<file path="config.mk">
export PLATFORM = sky130hd
export DESIGN_NAME = acf_top
export DESIGN_NICKNAME = d
export VERILOG_FILES = /design/src/inc/acf_pkg.sv /design/src/inc/acf_cfg_if.sv /design/src/verilog/acf_top.sv /design/src/verilog/acf_seq.sv
export SDC_FILE = /design/constraint.sdc
export NUM_CORES = 1
export LEC_CHECK = 0
export BUFFER_PORTS_ARGS = -buffer_cell sky130_fd_sc_hd__buf_2
export CORE_MARGIN = 2
export CORE_UTILIZATION = 48
export CTS_BUF_LIST = sky130_fd_sc_hd__clkbuf_8
export DETAILED_ROUTE_END_ITERATION = 6
export GPL_ROUTABILITY_DRIVEN = 1
export PLACE_DENSITY = 0.88
export SYNTH_ARGS = -nofsm -noshare
export SYNTH_HDL_FRONTEND = slang
export SYNTH_SLANG_ARGS = --single-unit
export TNS_END_PERCENT = 10
</file>
<file path="constraint.sdc">
create_clock -name sys_clk -period 3.3 [get_ports sys_clk]
set_input_delay 0.165 -clock sys_clk [delete_from_list [all_inputs] [get_ports sys_clk]]
set_output_delay 0.165 -clock sys_clk [all_outputs]
set_load 0.01 [all_outputs]
</file>
<file path="src/inc/acf_pkg.sv">
// Constants and types for the second converter configuration register.
// Assumes one 50 MHz clock, with software access over a plain strobe port.
package acf_pkg;
	localparam logic [7:0] ADDR_CONFIG_TWO = 8'h0c;
	localparam int BIT_BANK = 4;
	localparam int BIT_FORCE = 3;
	localparam int BIT_HS = 2;
	localparam logic [31:0] CONFIG_REG_TWO_WMASK = 32'h0000001c;
	localparam logic [31:0] CONFIG_REG_TWO_RESET = 32'h00000000;
	localparam logic [1:0] SEL_BUS = 2'h0;
	localparam logic [1:0] SEL_BUS_HALF = 2'h1;
	localparam logic [1:0] SEL_ALT = 2'h2;
	localparam logic [1:0] SEL_ASYNC = 2'h3;
	localparam int CLK_PERIOD_NS = 20;
	localparam int STARTUP_NS = 100;
	localparam logic [3:0] STARTUP_CYC = 4'((STARTUP_NS + CLK_PERIOD_NS - 1) / CLK_PERIOD_NS);
	localparam logic [4:0] NORMAL_CYC = 5'h14;
	localparam logic [4:0] HS_EXTRA_CYC = 5'h02;
	typedef enum logic [1:0] {
		ST_IDLE = 2'b00,
		ST_WARM = 2'b01,
		ST_CONV = 2'b11
	} acf_state_type;
endpackage

</file>
<file path="src/inc/acf_cfg_if.sv">
// Carries configuration fields from the register file, and the clock-select input pins, to the sequencer.
// Assumes both ends share sys_clk.
`timescale 1ns/100ps
interface acf_cfg_if;
	logic bank_select;
	logic force_enable;
	logic high_speed;
	logic [1:0] clock_select;
	modport src (output bank_select, force_enable, high_speed, clock_select);
	modport dst (input bank_select, force_enable, high_speed, clock_select);
endinterface

</file>
<file path="src/verilog/acf_top.sv">
// Second converter configuration register with channel bank, clock force and
// high-speed sequence controls; assumes a plain strobe register port on sys_clk.
//
// Our own choice: the strobed register port.
`timescale 1ns/100ps
module acf_top
	import acf_pkg::*;
(
	input wire logic sys_clk,
	input wire logic reset_n,
	input wire logic [7:0] reg_addr,
	input wire logic [31:0] reg_wdata,
	input wire logic reg_write,
	input wire logic reg_read,
	input wire logic [1:0] input_clock_select,
	input wire logic alternate_clock,
	input wire logic conv_start,
	input wire logic conv_continuous,
	input wire logic conv_stop,
	output logic [31:0] reg_rdata,
	output logic channel_bank_select,
	output logic async_clock_out_en,
	output logic conversion_clock,
	output logic conv_busy,
	output logic conv_done,
	output logic [4:0] conv_cycles
);
	import acf_pkg::*;
	acf_cfg_if cfg_bus();
	logic [31:0] config_reg_two_reg;
	logic [2:0] alt_sync_reg;
	logic alt_level_reg;
	logic half_reg;
	logic async_div_reg;
	logic async_run;
	logic busy;
	logic done;
	logic [4:0] len;
	logic clk_sel_next;
	assign cfg_bus.bank_select = config_reg_two_reg[BIT_BANK];
	assign cfg_bus.force_enable = config_reg_two_reg[BIT_FORCE];
	assign cfg_bus.high_speed = config_reg_two_reg[BIT_HS];
	assign cfg_bus.clock_select = input_clock_select;
	always_ff @(posedge sys_clk or negedge reset_n) begin
		if (!reset_n) begin
			config_reg_two_reg <= CONFIG_REG_TWO_RESET;
		end else if (reg_write && reg_addr == ADDR_CONFIG_TWO) begin
			config_reg_two_reg <= reg_wdata & CONFIG_REG_TWO_WMASK;
		end
	end
	always_ff @(posedge sys_clk or negedge reset_n) begin
		if (!reset_n) begin
			reg_rdata <= 32'h00000000;
		end else if (reg_read && reg_addr == ADDR_CONFIG_TWO) begin
			reg_rdata <= config_reg_two_reg & CONFIG_REG_TWO_WMASK;
		end else begin
			reg_rdata <= 32'h00000000;
		end
	end
	// Alternate clock pin synchroniser
	always_ff @(posedge sys_clk or negedge reset_n) begin
		if (!reset_n) begin
			alt_sync_reg <= 3'h0;
			alt_level_reg <= 1'b0;
		end else begin
			alt_sync_reg <= {alt_sync_reg[1:0], alternate_clock};
			if (alt_sync_reg[1] == alt_sync_reg[2]) begin
				alt_level_reg <= alt_sync_reg[2];
			end
		end
	end
	always_ff @(posedge sys_clk or negedge reset_n) begin
		if (!reset_n) begin
			half_reg <= 1'b0;
			async_div_reg <= 1'b0;
		end else begin
			half_reg <= ~half_reg;
			async_div_reg <= async_run ? ~async_div_reg : 1'b0;
		end
	end
	always_comb begin
		unique case (input_clock_select)
			SEL_BUS: clk_sel_next = 1'b1;
			SEL_BUS_HALF: clk_sel_next = half_reg;
			SEL_ALT: clk_sel_next = alt_level_reg;
			SEL_ASYNC: clk_sel_next = async_div_reg;
		endcase
	end
	acf_seq acf_seq_i (
		.sys_clk(sys_clk),
		.reset_n(reset_n),
		.cfg(cfg_bus),
		.start(conv_start),
		.continuous(conv_continuous),
		.stop(conv_stop),
		.async_run(async_run),
		.busy(busy),
		.done(done),
		.conv_len(len)
	);
	always_ff @(posedge sys_clk or negedge reset_n) begin
		if (!reset_n) begin
			channel_bank_select <= 1'b0;
			async_clock_out_en <= 1'b0;
			conversion_clock <= 1'b0;
			conv_busy <= 1'b0;
			conv_done <= 1'b0;
			conv_cycles <= 5'h00;
		end else begin
			channel_bank_select <= config_reg_two_reg[BIT_BANK];
			async_clock_out_en <= async_run;
			conversion_clock <= clk_sel_next;
			conv_busy <= busy;
			conv_done <= done;
			conv_cycles <= len;
		end
	end
	a_reserved_read_zero: assert property (@(posedge sys_clk) disable iff (!reset_n)
		reg_read |=> reg_rdata[31:5] == 27'h0 && reg_rdata[1:0] == 2'h0)
		else $error("reserved bits nonzero");
	a_bank_follows_write: assert property (@(posedge sys_clk) disable iff (!reset_n)
		(reg_write && reg_addr == ADDR_CONFIG_TWO) |=> ##1
		channel_bank_select == $past(reg_wdata[BIT_BANK], 2)) else $error("bank wrong");
	a_bank_output_seen: assert property (@(posedge sys_clk) disable iff (!reset_n)
		(reg_write && reg_addr == ADDR_CONFIG_TWO) |=> ##2
		channel_bank_select == $past(reg_wdata[BIT_BANK], 3)) else $error("bank late");
	a_bus_clock_pick: assert property (@(posedge sys_clk) disable iff (!reset_n)
		input_clock_select == SEL_BUS |=> conversion_clock) else $error("bus clock lost");
	a_reset_fields_zero: assert property (@(posedge sys_clk)
		!reset_n |=> config_reg_two_reg == CONFIG_REG_TWO_RESET) else $error("reset not clear");
endmodule

</file>
<file path="src/verilog/acf_seq.sv">
// Conversion sequencer and asynchronous clock gating.
// Assumes start is a one-cycle pulse on sys_clk.
`timescale 1ns/100ps
module acf_seq
	import acf_pkg::*;
(
	input wire logic sys_clk,
	input wire logic reset_n,
	acf_cfg_if.dst cfg,
	input wire logic start,
	input wire logic continuous,
	input wire logic stop,
	output logic async_run,
	output logic busy,
	output logic done,
	output logic [4:0] conv_len
);
	acf_state_type state_reg;
	logic [3:0] warm_reg;
	logic [4:0] cnt_reg;
	logic async_sel;
	logic async_on;
	assign async_sel = (cfg.clock_select == SEL_ASYNC);
	assign async_on = cfg.force_enable || (async_sel && state_reg != ST_IDLE);
	assign async_run = async_on;
	assign busy = (state_reg != ST_IDLE);
	assign conv_len = cfg.high_speed ? NORMAL_CYC + HS_EXTRA_CYC : NORMAL_CYC;
	// Warm timer counts only while the clock is already running
	always_ff @(posedge sys_clk or negedge reset_n) begin
		if (!reset_n) begin
			warm_reg <= 4'h0;
		end else if (!async_on) begin
			warm_reg <= 4'h0;
		end else if (warm_reg != STARTUP_CYC) begin
			warm_reg <= warm_reg + 4'h1;
		end
	end
	always_ff @(posedge sys_clk or negedge reset_n) begin
		if (!reset_n) begin
			state_reg <= ST_IDLE;
			cnt_reg <= 5'h00;
			done <= 1'b0;
		end else begin
			done <= 1'b0;
			unique case (state_reg)
				ST_IDLE: begin
					if (start) begin
						// Forced clock skips start-up latency
						if (async_sel && !cfg.force_enable) begin
							state_reg <= ST_WARM;
						end else begin
							state_reg <= ST_CONV;
						end
						cnt_reg <= 5'h00;
					end
				end
				ST_WARM: begin
					if (stop) begin
						state_reg <= ST_IDLE;
					end else if (warm_reg == STARTUP_CYC) begin
						state_reg <= ST_CONV;
					end
				end
				ST_CONV: begin
					if (stop) begin
						state_reg <= ST_IDLE;
					end else if (cnt_reg == conv_len - 5'h01) begin
						done <= 1'b1;
						cnt_reg <= 5'h00;
						if (!continuous) begin
							state_reg <= ST_IDLE;
						end
					end else begin
						cnt_reg <= cnt_reg + 5'h01;
					end
				end
				default: begin
					state_reg <= ST_IDLE;
				end
			endcase
		end
	end
	a_force_clock_on: assert property (@(posedge sys_clk) disable iff (!reset_n)
		cfg.force_enable |-> async_run) else $error("forced clock stopped");
	a_idle_clock_off: assert property (@(posedge sys_clk) disable iff (!reset_n)
		(!cfg.force_enable && !busy) |-> !async_run) else $error("idle clock ran");
	a_forced_no_warm: assert property (@(posedge sys_clk) disable iff (!reset_n)
		(start && !busy && cfg.force_enable) |=> state_reg == ST_CONV)
		else $error("forced start warmed up");
	a_cold_warm_up: assert property (@(posedge sys_clk) disable iff (!reset_n)
		(start && !busy && !cfg.force_enable && async_sel) |=> state_reg == ST_WARM)
		else $error("cold start skipped warm up");
	a_length_hs: assert property (@(posedge sys_clk) disable iff (!reset_n)
		cfg.high_speed |-> conv_len == 5'd22) else $error("high speed length wrong");
	a_length_norm: assert property (@(posedge sys_clk) disable iff (!reset_n)
		!cfg.high_speed |-> conv_len == 5'd20) else $error("normal length wrong");
endmodule

</file>
==> results.toml <==
[worst_setup_path]
cp.required_ns = 3.44
end_kind = "flop"
crit_path_top_delay_cell = "or3b_2"
crit_type = "reg2reg"
critPathMaxStageDelay_ns = 0.48
cp_max_fo = 7
crit_path_start_kind = "flop"
crit_chain = "or3b_2 > a211o_1 > a41oi_1 > o32ai_1"
crit_arrival_ns = 1.98

[route]
wl_per_cell_um = 10.90
drt_iter0_drc = 32
firstDrtPassIters = 4
drc_errors = 0
vias_per_cell = 4.605
drt_wl_total_um = 2430
via_count = 1027
final_antenna_net_count = 0

[sta]
fin_crit_sh_pct = 55.71
max_slew_margin_pct = 56.68
setup_tns_ns = 0
setup_ws_ns = 1.462
max_clock_freq_mhz = 543.9
skew_ns = 0.003203
finalSetupViolCount = 0
rsz0062_at_grt = "false"
slew_viol_final = 0
final.min_clock_period_ns = 1.838
worst_pin_slew_ns = 0.6498
hold_viol_final = 0

[cts]
numCtsBuffers = 5
cts_tree = "yes"
cts_max_level = 2
postCtsSetupRepairBufs = 0
clk_latency_ns = 0.28
path_clk_slew_ns = 0.07
cts.root.buffer_cell = "clkbuf_8"
ctsLongestPathBuffers = 2
cts-hold-fix-buffers = 2
cts.sinks = 31
cts_resized = 0

[power_and_ir_drop]
switchingPower_mw = 0.2815
combPwrFrac_pct = 16.3
intPower_mw = 0.7329
power.density_nw_per_um2 = 588.4
seq_power_share_pct = 46.2
p_leak_nw = 0.8993
peakVddDrop_v = 0.0002792
p_sw_share_pct = 27.75
clockPowerShare_pct = 37.5

[floorplanning]
core_area_um2 = 3028
rows = 20
die-area_um2 = 3614
chipWidth_um = 60.12
die_h_um = 60.12
io_pins = 92
start_util_pct = 49.92

[synthesis]
synthesis.area_per_instance_um2 = 10.64
yosysTopAreaCellShare_pct = 51.32
synth_edf_count = 0
ys_warn_count = 0
yosysTopAreaCell = "dfrtp_1"
async_reset_ff_share_pct = 100.0
synth_ff_type = "dfrtp_1"
ys_seq_area_share_pct = 51.32
ys_seq_elements = 31
syn_area_um2 = 1511
ys_types = 34
ys_top_cells_by_area = "dfrtp_1 51%, buf_4 16%, a21oi_1 3.0%"
synthCells = 142

[global_route]
met1_usage_pct = 17.52
use_met2_pct = 23.76
antenna_found_initial = 0
grt.met3_usage_pct = 6.494
grtUsageTotal_pct = 14.85
grt_max_degree = 32
grt_pass1_wl_um = 3850
top_usage_layer = "met2"
grt_pass1_vias = 889
grt_overflow = 0

[final_layout]
drive_above_1_share_pct = 25.70
n_antenna_cell = 0
areaGrowthSynthToFinish_pct = 14.07
largest_reg_flops = 5
nNetsFinal = 231

[job]
maxCapViolCount = 0

[placement]
port_buffers = 31
gp_congestion = 0.7698
hpwl_um = 1848
pre_cts_ws_ns = 1.492

[hold_path]
hold_path_class = "in2reg"

[outcome]
status = "finished clean"
==> per-stage QoR <==
stage | area, um^2 | std cells | power (mW) | hold slack, ns | util, %
4_1_cts | 1724 | 223 | 1.021 | 0.08594 | 56.94
5_1_grt | 1724 | 223 | 1.073 | 0.08907 | 56.94
3_3_place_gp | 1587 | 213 | 0.6294 | 0.2248 | 52.40
6_report | 1724 | 223 | 1.015 | 0.08916 | 56.94
2_1_floorplan | 1624 | 172 | 0.6111 | -0.1306 | -
3_5_place_dp | 1587 | 213 | 0.6373 | 0.2330 | 52.40
==> kinds of logic after synthesis <==
logic type	after synthesis	share of synthesized area (%)
compound gates	22	8.858
xor+xnor	1	0.5796
fa+ha+maj	4	3.146
buf+inv	40	17.88
flops	31	51.32
mux	4	2.897
other cells	2	0.4969
simple gates	38	14.82
==> placed cells by master (no fill, tap or decap), drive strengths merged <==
master       instances
a211o                1
a211oi               1
a21oi                9
a31oi                2
a32o                 1
a41oi                1
and3                 3
and3b                1
buf                 31
bufinv               1
clkbuf               6
clkinv               1
conb                32
dfrtp               31
dlygate4sd3          2
ha                   3
inv                  6
maj3                 1
mux2                 3
mux2i                1
nand2                7
nand2b               1
nand3                4
nand3b               3
nand4                2
nor2                10
nor2b                1
nor3                 2
nor3b                1
nor4                 1
o21ai                5
o31ai                1
o32ai                1
or3b                 1
or4                  1
xnor2                1
==> worst max-delay path: cells and delay by family (launching register included) <==
family,cells,cell delay (ns)
DFF,1,0.44
AOI/OAI and AO/OA,3,0.79
and+or+nand+nor,1,0.48
==> synth_stat cells, types with 3 or more instances <==
cell	count
nand2_1	6
nand3b_1	3
buf_4	32
mux2_1	3
inv_1	6
ha_1	3
nor2_1	10
o21ai_0	5
a21oi_1	9
dfrtp_1	31
and3_2	3
nand3_1	4
==> path summary, 6_finish.rpt <==
kind                       cells after the start               endpoint  slack, ns            startpoint
hold reg to reg                                0        alt_sync_reg[1]       0.35       alt_sync_reg[0]
hold / removal                                 2  config_reg_two_reg[4]       0.09          reg_wdata[4]
setup reg to reg                               4   acf_seq_i.cnt_reg[2]       1.46  acf_seq_i.cnt_reg[2]
min in group asynchronous                      2  acf_seq_i.warm_reg[0]       0.44               reset_n
max in group asynchronous                      2  config_reg_two_reg[3]       2.44               reset_n
setup / recovery                               4   acf_seq_i.cnt_reg[2]       1.46  acf_seq_i.cnt_reg[2]
==> routing by layer <==
metal,part of all wire (%),wire length (um)
met5,0,0
met4,1.2,30
met3,7.2,174
met2,50,1218
met1,41,1007
==> layout make-up <==
cell class                 count  area [um^2]
clock buffer                   6        82.58
clock inverter                 2        35.03
fill                         267         1304
inverter                       6        22.52
multi-input combinational    101        578.1
sequential                    31        775.7
tap                           44        55.05
timing repair buffer          33        175.2
==> power groups by stage <==
stage               Clock (mW)  Combinational (mW)  Sequential (mW)
finish                   0.381               0.165            0.468
global route             0.404               0.191            0.478
CTS                      0.388               0.166            0.467
detailed placement           0               0.164            0.473
global placement             0               0.159            0.471
floorplan                    0               0.156            0.455
No activity file was read; power rests on OpenSTA's default activity.
